File: src/pkg/uss_pkg.sv
// Package holding the register map, field positions and state record of the sync slave port.
package uss_pkg;

  // ******************************
  // Register byte offsets
  // ******************************
  localparam logic [7:0] OFF_FLAGS = 8'h00;
  localparam logic [7:0] OFF_ENABLES = 8'h04;
  localparam logic [7:0] OFF_PRIORITY = 8'h08;
  localparam logic [7:0] OFF_RXCTL = 8'h0C;
  localparam logic [7:0] OFF_TXBUF = 8'h10;
  localparam logic [7:0] OFF_TXCTL = 8'h14;
  localparam logic [7:0] OFF_RATE = 8'h18;
  localparam logic [7:0] OFF_RXBUF = 8'h1C;
  localparam logic [7:0] OFF_EVENTS = 8'h20;

  // ******************************
  // Field positions
  // ******************************
  // Flag, enable and event registers share one layout.
  localparam int B_RXFULL = 5;
  localparam int B_TXEMPTY = 4;
  // Transmit status and control.
  localparam int B_CLK_SRC = 7;
  localparam int B_NINE_TX = 6;
  localparam int B_TXON = 5;
  localparam int B_SYNC = 4;
  localparam int B_BRGH = 2;
  localparam int B_SHIFT_EMPTY = 1;
  localparam int B_NINTH_TX = 0;
  // Receive status and control.
  localparam int B_PORT_ON = 7;
  localparam int B_NINE_RX = 6;
  localparam int B_ONE_RX = 5;
  localparam int B_CONT_RX = 4;
  localparam int B_ADDEN = 3;
  localparam int B_FRAME_ERR = 2;
  localparam int B_OVERRUN = 1;
  localparam int B_NINTH_RX = 0;

  // ******************************
  // Reset values
  // ******************************
  localparam logic [7:0] RST_TXCTL = 8'h02;
  localparam logic [7:0] RST_PRIORITY = 8'hFF;
  localparam logic [7:0] RST_ZERO = 8'h00;

  // Word lengths in bits.
  localparam logic [3:0] LEN_8 = 4'h8;
  localparam logic [3:0] LEN_9 = 4'h9;

  // Whole state of the block.
  typedef struct packed {
    logic [7:0] ie;
    logic [7:0] ip;
    logic [7:0] rate;
    logic [7:0] evt;
    logic [7:0] txbuf;
    logic txfull;
    logic txempty;
    logic [7:0] txctl;
    logic [7:0] rxctl;
    logic [7:0] rxbuf;
    logic rxfull;
    logic [8:0] tsh;
    logic [3:0] tcnt;
    logic [3:0] tlen;
    logic dout;
    logic [8:0] rsh;
    logic [3:0] rcnt;
    logic ck1;
    logic ck2;
    logic ck3;
    logic d1;
    logic d2;
    logic [31:0] prdata;
  } uss_state_t;

endpackage

File: src/design/uss_top.sv
// Synchronous slave serial port with APB registers, clocked from an external shift clock pin.
//
// What this block does
// - With clock source select clear in sync mode the shift clock comes only from the clock pin.
// - Shifting continues under the external clock while the core sleeps.
// - With two words written, the first moves to the shifter at once; the flag sets on that move and clears on the second write, its event bit staying set.
// - When the first word is out, the second moves to the shifter and the empty flag sets.
// - The empty event bit, set along with the flag, and its enable raise the interrupt that wakes the sleeping core.
// - Single receive enable is ignored; receive otherwise works as in master mode.
// - With continuous receive on, a word completes during sleep and wakes the core when the receive full enable is set.
// - A completed word sets the receive full flag and interrupts when enabled.
// - Ninth bit and errors sit in receive status, data in the receive buffer; status is read first.
// - Clearing continuous receive clears a pending receive error.
// - Transmit status reset value has only the shifter empty bit set; bit 3 reads zero.
// - The empty flag sets on transfer to the shifter and clears only on a buffer write.
// - A read-only shifter empty bit shows an idle shifter and has no interrupt.
// - Receive data is sampled at the falling edge of the shift clock.
// - Transmit and receive never run at the same time.
`timescale 1ns/1ps
module uss_top #(
  parameter int AW = 8
) (
  // APB slave.
  input logic pclk,
  input logic presetn,
  input logic psel,
  input logic penable,
  input logic pwrite,
  input logic [AW-1:0] paddr,
  input logic [31:0] pwdata,
  output logic [31:0] prdata,
  output logic pready,
  output logic pslverr,
  // Serial pins.
  input logic shift_clock_pin_i,
  input logic serial_data_pin_i,
  output logic serial_data_pin_o,
  output logic serial_data_pin_oe_n,
  // Core power state and interrupt.
  input logic core_sleep,
  output logic irq,
  output logic wake
);

  // ******************************
  // State and decode
  // ******************************
  uss_pkg::uss_state_t s_r;
  uss_pkg::uss_state_t s_nxt;
  logic setup;
  logic wr;
  logic rd;
  logic hit;
  logic [7:0] a8;
  logic link_on;
  logic rise;
  logic fall;
  logic tx_en;
  logic rx_en;
  logic tx_busy;
  logic load;
  logic rx_done;
  logic [8:0] rnew;
  logic [7:0] rdat;
  logic r9;
  logic [7:0] flags;

  // Bus phases; writes take effect in the access phase.
  assign a8 = 8'(paddr);
  assign setup = psel & ~penable;
  assign wr = psel & penable & pwrite;
  assign rd = psel & penable & ~pwrite;
  assign hit = (a8 <= uss_pkg::OFF_EVENTS) & (a8[1:0] == 2'h0);
  assign pready = 1'b1;
  assign pslverr = psel & penable & ~hit;
  assign prdata = s_r.prdata;

  // Edges come from the second and third flops only.
  assign rise = s_r.ck2 & ~s_r.ck3;
  assign fall = ~s_r.ck2 & s_r.ck3;

  // external clock only
  // The link listens only in sync slave mode, so the pin never clocks master mode.
  assign link_on = s_r.rxctl[uss_pkg::B_PORT_ON] & s_r.txctl[uss_pkg::B_SYNC] & ~s_r.txctl[uss_pkg::B_CLK_SRC];

  // half duplex gating
  // Continuous receive wins; transmit waits until receive is cleared.
  assign tx_en = link_on & s_r.txctl[uss_pkg::B_TXON] & ~s_r.rxctl[uss_pkg::B_CONT_RX];
  assign rx_en = link_on & s_r.rxctl[uss_pkg::B_CONT_RX] & ~s_r.rxctl[uss_pkg::B_OVERRUN];
  assign tx_busy = ~s_r.txctl[uss_pkg::B_SHIFT_EMPTY];

  // immediate shifter load
  // A load waits one cycle past a buffer write so the write never races it.
  assign load = tx_en & ~tx_busy & s_r.txfull & ~(wr & (a8 == uss_pkg::OFF_TXBUF));

  assign rnew = {s_r.d2, s_r.rsh[8:1]};
  assign rx_done = rx_en & fall & ((s_r.rcnt + 4'h1) == (s_r.rxctl[uss_pkg::B_NINE_RX] ? uss_pkg::LEN_9 : uss_pkg::LEN_8));
  assign rdat = s_r.rxctl[uss_pkg::B_NINE_RX] ? rnew[7:0] : rnew[8:1];
  assign r9 = s_r.rxctl[uss_pkg::B_NINE_RX] & rnew[8];

  // Live flag register view.
  always_comb begin
    flags = 8'h00;
    flags[uss_pkg::B_RXFULL] = s_r.rxfull;
    flags[uss_pkg::B_TXEMPTY] = s_r.txempty;
  end

  // ******************************
  // Interrupt and pins
  // ******************************
  // interrupt and wake
  // The interrupt is a level; wake is the same level qualified by sleep.
  assign irq = |(s_r.evt & s_r.ie);
  assign wake = irq & core_sleep;
  assign serial_data_pin_o = s_r.dout;
  assign serial_data_pin_oe_n = ~(tx_en & tx_busy);

  // ******************************
  // Next state
  // ******************************
  // One process computes the whole next state.
  always_comb begin
    s_nxt = s_r;
    // Synchronisers: first flop feeds only the second.
    s_nxt.ck1 = shift_clock_pin_i;
    s_nxt.ck2 = s_r.ck1;
    s_nxt.ck3 = s_r.ck2;
    s_nxt.d1 = serial_data_pin_i;
    s_nxt.d2 = s_r.d1;

    // Register writes.
    if (wr) begin
      case (a8)
        uss_pkg::OFF_ENABLES: begin
          s_nxt.ie = pwdata[7:0];
        end
        uss_pkg::OFF_PRIORITY: begin
          s_nxt.ip = pwdata[7:0];
        end
        uss_pkg::OFF_RATE: begin
          s_nxt.rate = pwdata[7:0];
        end
        uss_pkg::OFF_TXBUF: begin
          s_nxt.txbuf = pwdata[7:0];
          s_nxt.txfull = 1'b1;
          s_nxt.txempty = 1'b0;
        end
        uss_pkg::OFF_TXCTL: begin
          s_nxt.txctl[uss_pkg::B_CLK_SRC] = pwdata[uss_pkg::B_CLK_SRC];
          s_nxt.txctl[uss_pkg::B_NINE_TX] = pwdata[uss_pkg::B_NINE_TX];
          s_nxt.txctl[uss_pkg::B_TXON] = pwdata[uss_pkg::B_TXON];
          s_nxt.txctl[uss_pkg::B_SYNC] = pwdata[uss_pkg::B_SYNC];
          s_nxt.txctl[uss_pkg::B_BRGH] = pwdata[uss_pkg::B_BRGH];
          s_nxt.txctl[uss_pkg::B_NINTH_TX] = pwdata[uss_pkg::B_NINTH_TX];
        end
        uss_pkg::OFF_RXCTL: begin
          s_nxt.rxctl[uss_pkg::B_PORT_ON] = pwdata[uss_pkg::B_PORT_ON];
          s_nxt.rxctl[uss_pkg::B_NINE_RX] = pwdata[uss_pkg::B_NINE_RX];
          s_nxt.rxctl[uss_pkg::B_ONE_RX] = pwdata[uss_pkg::B_ONE_RX];
          s_nxt.rxctl[uss_pkg::B_CONT_RX] = pwdata[uss_pkg::B_CONT_RX];
          s_nxt.rxctl[uss_pkg::B_ADDEN] = pwdata[uss_pkg::B_ADDEN];
        end
        uss_pkg::OFF_EVENTS: begin
          s_nxt.evt = s_r.evt & ~pwdata[7:0];
        end
        default: begin
        end
      endcase
    end

    // error cleared with receive
    // Dropping continuous receive also abandons any half word.
    if (~s_nxt.rxctl[uss_pkg::B_CONT_RX]) begin
      s_nxt.rxctl[uss_pkg::B_OVERRUN] = 1'b0;
      s_nxt.rcnt = 4'h0;
    end

    if (rd & (a8 == uss_pkg::OFF_RXBUF)) begin
      s_nxt.rxfull = 1'b0;
    end

    // Transmit shifting; an aborted transfer leaves the shifter empty.
    if (~tx_en) begin
      s_nxt.txctl[uss_pkg::B_SHIFT_EMPTY] = 1'b1;
      s_nxt.tcnt = 4'h0;
    end else if (tx_busy & rise) begin
      s_nxt.dout = s_r.tsh[0];
      s_nxt.tsh = {1'b0, s_r.tsh[8:1]};
      s_nxt.tcnt = s_r.tcnt + 4'h1;
    end else if (tx_busy & fall & (s_r.tcnt == s_r.tlen)) begin
      s_nxt.txctl[uss_pkg::B_SHIFT_EMPTY] = 1'b1;
      s_nxt.tcnt = 4'h0;
    end

    // reload then flag
    // The flag sets in the same cycle that the buffer empties into the shifter.
    if (load) begin
      s_nxt.tsh = {s_r.txctl[uss_pkg::B_NINTH_TX], s_r.txbuf};
      s_nxt.tlen = s_r.txctl[uss_pkg::B_NINE_TX] ? uss_pkg::LEN_9 : uss_pkg::LEN_8;
      s_nxt.tcnt = 4'h0;
      s_nxt.txctl[uss_pkg::B_SHIFT_EMPTY] = 1'b0;
      s_nxt.txfull = 1'b0;
      s_nxt.txempty = 1'b1;
      s_nxt.evt[uss_pkg::B_TXEMPTY] = 1'b1;
    end

    // receive runs during sleep
    // Nothing here looks at core_sleep, so sleep never stalls the shifters.
    if (rx_en & fall) begin
      s_nxt.rsh = rnew;
      s_nxt.rcnt = rx_done ? 4'h0 : s_r.rcnt + 4'h1;
    end

    // word complete
    // A word landing on an unread buffer is lost and reception halts until cleared.
    if (rx_done) begin
      if (s_r.rxfull) begin
        s_nxt.rxctl[uss_pkg::B_OVERRUN] = 1'b1;
      end else begin
        s_nxt.rxbuf = rdat;
        s_nxt.rxctl[uss_pkg::B_NINTH_RX] = r9;
        s_nxt.rxfull = 1'b1;
        s_nxt.evt[uss_pkg::B_RXFULL] = 1'b1;
      end
    end

    // Read data is captured in setup so the access phase needs no wait.
    if (setup) begin
      s_nxt.prdata = 32'h0000_0000;
      case (a8)
        uss_pkg::OFF_FLAGS: s_nxt.prdata[7:0] = flags;
        uss_pkg::OFF_ENABLES: s_nxt.prdata[7:0] = s_r.ie;
        uss_pkg::OFF_PRIORITY: s_nxt.prdata[7:0] = s_r.ip;
        uss_pkg::OFF_RXCTL: s_nxt.prdata[7:0] = s_r.rxctl;
        uss_pkg::OFF_TXBUF: s_nxt.prdata[7:0] = s_r.txbuf;
        uss_pkg::OFF_TXCTL: s_nxt.prdata[7:0] = s_r.txctl;
        uss_pkg::OFF_RATE: s_nxt.prdata[7:0] = s_r.rate;
        uss_pkg::OFF_RXBUF: s_nxt.prdata[7:0] = s_r.rxbuf;
        uss_pkg::OFF_EVENTS: s_nxt.prdata[7:0] = s_r.evt;
        default: s_nxt.prdata = 32'h0000_0000;
      endcase
    end
  end

  // ******************************
  // State register
  // ******************************
  // transmit control reset
  always_ff @(posedge pclk or negedge presetn) begin
    if (!presetn) begin
      s_r <= '0;
      s_r.txctl <= uss_pkg::RST_TXCTL;
      s_r.ip <= uss_pkg::RST_PRIORITY;
      s_r.rxctl <= uss_pkg::RST_ZERO;
    end else begin
      s_r <= s_nxt;
    end
  end
endmodule // uss_top

File: config.mk
export PLATFORM = sky130hd
export DESIGN_NAME = uss_top
export DESIGN_NICKNAME = d
export VERILOG_FILES = /design/src/pkg/uss_pkg.sv /design/src/design/uss_top.sv
export SDC_FILE = /design/constraint.sdc
export NUM_CORES = 1
export LEC_CHECK = 0
export BUFFER_PORTS_ARGS = -buffer_cell sky130_fd_sc_hd__buf_2
export CAP_MARGIN = 20
export CORE_MARGIN = 4
export CORE_UTILIZATION = 51
export CTS_CLUSTER_SIZE = 20
export DETAILED_ROUTE_END_ITERATION = 16
export PLACE_DENSITY_LB_ADDON = 0.12
export SLEW_MARGIN = 40
export SYNTH_ARGS = -nofsm -noshare
export SYNTH_HDL_FRONTEND = slang
export SYNTH_SLANG_ARGS = --single-unit
File: constraint.sdc
create_clock -name pclk -period 1.9 [get_ports pclk]
set_clock_uncertainty 0.1 [all_clocks]
set_input_delay 0.285 -clock pclk [delete_from_list [all_inputs] [get_ports pclk]]
set_output_delay 0.285 -clock pclk [all_outputs]
set_load 0.1 [all_outputs]
==> results.py <==
metrics = {
    "outcome": {
        "violations": "setup timing",
        "outcome": "finished with violations",
    },
    "setup_path": {
        "endpoint": "wake",
        "critical_path.reg2reg.startpoint": "s_r[38]",
        "critPathLaunch": "s_r[103]",
        "worst-endpoint-required_ps": 1510,
        "cp_slowest_cell": "sky130_fd_sc_hd__dfrtp_1",
        "crit_path_kind": "reg2out",
        "delay_contributed_by_the_slowest_stage_of_the_critical_path_ps": 410,
        "worstPathMaxFanout": 2,
        "crit_path_end_kind": "output pin",
        "critPathArrivalTime_ps": 1560,
        "crit_chain": "a22oi_2 > nand4_1 > and2_4 > buf_12",
        "rr_endpoint": "s_r[40]",
        "setup.worst_path.start_class": "flip-flop",
        "rr_worst_depth": 6,
        "timing.reg2reg.setup_slack_ps": 50,
    },
    "detailed_routing": {
        "vias": 4009,
        "route.detailed.wl_per_inst_um": 18.22,
        "initialDrtViolationCount": 221,
        "drcViolationCount": 0,
        "drt_pre_antenna_iters": 4,
        "wl_mm": 13.14,
        "final_antenna_net_count": 0,
        "routed_via_density": 5.560,
    },
    "synth": {
        "yosysWarnings": 0,
        "synth-adder-area-share": 0.004626,
        "synth.mux.area_fraction": 0.1640,
        "post-synth-top-count-cell": "sky130_fd_sc_hd__dfrtp_1",
        "synth.avg_cell_area_um2": 11.08,
        "mappedNetlistArea_mm2": 0.005409,
        "netlist_instances": 488,
        "synth_simple_gate_area_share": 0.1545,
        "synth_top_cells_by_area": "sky130_fd_sc_hd__dfrtp_1 45%, sky130_fd_sc_hd__mux2_2 10%, sky130_fd_sc_hd__buf_4 5.1%",
        "synth.ff_latch_count": 106,
        "netlist.top_cell.by_area": "sky130_fd_sc_hd__dfrtp_1",
        "postSynth.topFlopCell": "sky130_fd_sc_hd__dfrtp_1",
        "xor_xnor_portion_of_the_synthesized_cell_area": 0.008096,
        "synthArstFlopShare": 1.000,
        "post_synth_most_frequent_cells": "97 x sky130_fd_sc_hd__dfrtp_1, 73 x sky130_fd_sc_hd__nand2_1, 50 x sky130_fd_sc_hd__mux2_2",
        "synth_enable_flop_cells": 0,
        "synthDistinctLibCells": 66,
        "synth_compound_area_frac": 0.1050,
        "synth_top_family_by_area": "multiplexers",
        "synth_top_area_share": 0.4488,
        "synth_seq_area_share": 0.4925,
    },
    "sta": {
        "fin_setup_tns_ps": -115.8,
        "maximum_clock_frequency_ghz": 0.5146,
        "timing.max_slew.rel_slack": 0.6247,
        "worst_slack_ps": -43.23,
        "period_share": 1.023,
        "final_number_of_max_transition_violations": 0,
        "setup_viol": 3,
        "hold_violations": 0,
        "min_cycle_time_layout_ps": 1943,
        "rsz0062_at_grt": "true",
        "max_slew.worst_pin.slew_ps": 557.7,
    },
    "die": {
        "dieArea_mm2": 0.01232,
        "initial_core_util": 0.5239,
        "dieWidth_um": 111.0,
        "dieHeight_um": 111.0,
        "ioPinCount": 86,
        "core.rowCount": 37,
        "core-area_mm2": 0.01032,
    },
    "finish": {
        "syn_to_final_growth_pct": 19.92,
        "layout-drive-gt1-share": 0.3863,
        "finalNetCount": 630,
        "n_antenna_cell": 0,
        "fillers": 813,
    },
    "clock_network": {
        "clkLatencyLatePin_ps": 390,
        "clkSinkCount": 106,
        "cts_tree": "done",
        "worst_setup_hold_path_clk_slew_ps": 100,
        "ctsLongestPathBuffers": 2,
        "cts-buffers-inserted": 9,
        "cts_htree_levels": 3,
        "cts_root_buffer": "sky130_fd_sc_hd__clkbuf_8",
    },
    "power": {
        "powerDensity_mw_per_mm2": 637.9,
        "power_leakage_uw": 0.003086,
        "max-vdd-ir-drop_mv": 0.4146,
    },
    "run": {
        "maxCapViolCount": 0,
    },
    "placed_design": {
        "port_buffers": 36,
        "post-place-ws_ps": -140.4,
        "rd_place_congestion": 0.8993,
        "hpwl_mm": 9.604,
    },
    "global_route": {
        "grt_remaining_overflow": 0,
        "wire_length_of_the_first_global_routing_pass_mm": 21.64,
        "vias_in_the_first_global_route": 4106,
        "groute.usage.overall": 0.2222,
        "grt_start_max_net_pins": 73,
        "grt_antenna_before_repair": 0,
    },
    "hold_path": {
        "hold_path.class": "in2reg",
    },
}
## sequential cells by signal, summed over array words and instances (netlist names)
name,count
rnew,9
serial_data_pin_o,1
prdata,8
s_nxt,3
s_r,83
flags,2
## per-stage QoR
step / cells / utilization / hold slack [ps] / power [uW] / cell area (um^2)
6_report: 721 / 0.6283 / 56.51 / 4137 / 6486
5_1_grt: 721 / 0.6283 / 56.96 / 4307 / 6486
4_1_cts: 713 / 0.6131 / 27.75 / 4198 / 6330
3_5_place_dp: 685 / 0.5802 / 56.19 / 2826 / 5989
3_3_place_gp: 685 / 0.5802 / 54.15 / 2822 / 5989
2_1_floorplan: 511 / - / -110.6 / 2694 / 5507
## timing repair
| action | in CTS | in global routing |
|---|---|---|
| cloned | 0 | 1 |
| pin swaps | 4 | 11 |
| endpoints found under the setup margin | 4 | 18 |
| buffers inserted | 9 | 7 |
| resized for setup | 16 | 21 |
| hold buffers | 3 | 0 |
| hold endpoints to repair | 102 | 0 |
## cell families (layout without fill, tap and decap cells)
logic type	after synthesis	count (layout)
and+or+nand+nor	153	153
DFF	106	106
AOI/OAI and AO/OA	83	83
muxes	78	78
buffers and inverters	59	133
xor gates and xnor gates	5	5
adders and majority gates	2	2
other	2	25
## worst min path at each step
| stage | startpoint | to | slack (ps) | cells after the start |
|---|---|---|---|---|
| after global routing | pwdata[1] | s_r[104] | 60 | 2 |
| after CTS | pwdata[1] | s_r[104] | 30 | 2 |
| after global placement | presetn | s_r[113] | 50 | 1 |
| final | pwdata[1] | s_r[104] | 60 | 2 |
| after floorplan | presetn | flags[4] | -110 | 0 |
| after detailed placement | presetn | s_r[111] | 60 | 1 |
## metal layers
layer | part of all wire | GRT usage
met2 | 0.47 | 0.3528
met1 | 0.45 | 0.2904
met4 | 0.031 | 0.1002
met5 | 0 | 0
met3 | 0.047 | 0.05186
## power breakdown
part / total, uW / internal [uW] / switching [uW]
Sequential: 2290 / 2280 / 15.0
Clock: 1340 / 499 / 844
Combinational: 502 / 114 / 387
## critical path, delay by kind of cell (launching register included)
kind            cells  cell delay (ps)
compound gates      1              210
buf+inv             1              160
simple gates        2              390
flops               1              410
## layout make-up
type	instances	area [um^2]	share of cell area
clock buffers	9	123.9	0.01910
clock inverters	7	62.56	0.009645
inverters	3	11.26	0.001736
multi-input cells	346	2534	0.3906
flip-flops and latches	106	2666	0.4111
well taps	136	170.2	0.02623
repair buffers	114	918.4	0.1416
## layout by cell type, fill, tap and decap left out, types with 4 or more instances in the layout
| cell type | Yosys | routed |
|---|---|---|
| sky130_fd_sc_hd__a32oi_1 | 4 | 4 |
| sky130_fd_sc_hd__nand2_1 | 73 | 71 |
| sky130_fd_sc_hd__dfstp_2 | 9 | 9 |
| sky130_fd_sc_hd__dfrtp_1 | 97 | 95 |
| sky130_fd_sc_hd__buf_12 | 0 | 8 |
| sky130_fd_sc_hd__nand3_1 | 12 | 12 |
| sky130_fd_sc_hd__clkbuf_8 | 0 | 9 |
| sky130_fd_sc_hd__nand4_1 | 5 | 5 |
| sky130_fd_sc_hd__o21ai_1 | 8 | 8 |
| sky130_fd_sc_hd__a22oi_2 | 0 | 4 |
| sky130_fd_sc_hd__buf_2 | 8 | 31 |
| sky130_fd_sc_hd__mux2_2 | 50 | 49 |
| sky130_fd_sc_hd__nor2b_1 | 4 | 4 |
| sky130_fd_sc_hd__nor2_1 | 15 | 14 |
| sky130_fd_sc_hd__o21ai_0 | 23 | 23 |
| sky130_fd_sc_hd__conb_1 | 2 | 25 |
| sky130_fd_sc_hd__xor2_1 | 5 | 5 |
| sky130_fd_sc_hd__buf_6 | 1 | 4 |
| sky130_fd_sc_hd__a21oi_1 | 4 | 4 |
| sky130_fd_sc_hd__a22oi_1 | 11 | 7 |
| sky130_fd_sc_hd__a21boi_0 | 7 | 7 |
| sky130_fd_sc_hd__and3_1 | 5 | 4 |
| sky130_fd_sc_hd__mux2i_1 | 23 | 22 |
| sky130_fd_sc_hd__buf_4 | 37 | 67 |
| sky130_fd_sc_hd__nand2b_1 | 6 | 5 |
No activity file was read; power rests on OpenSTA's default activity.
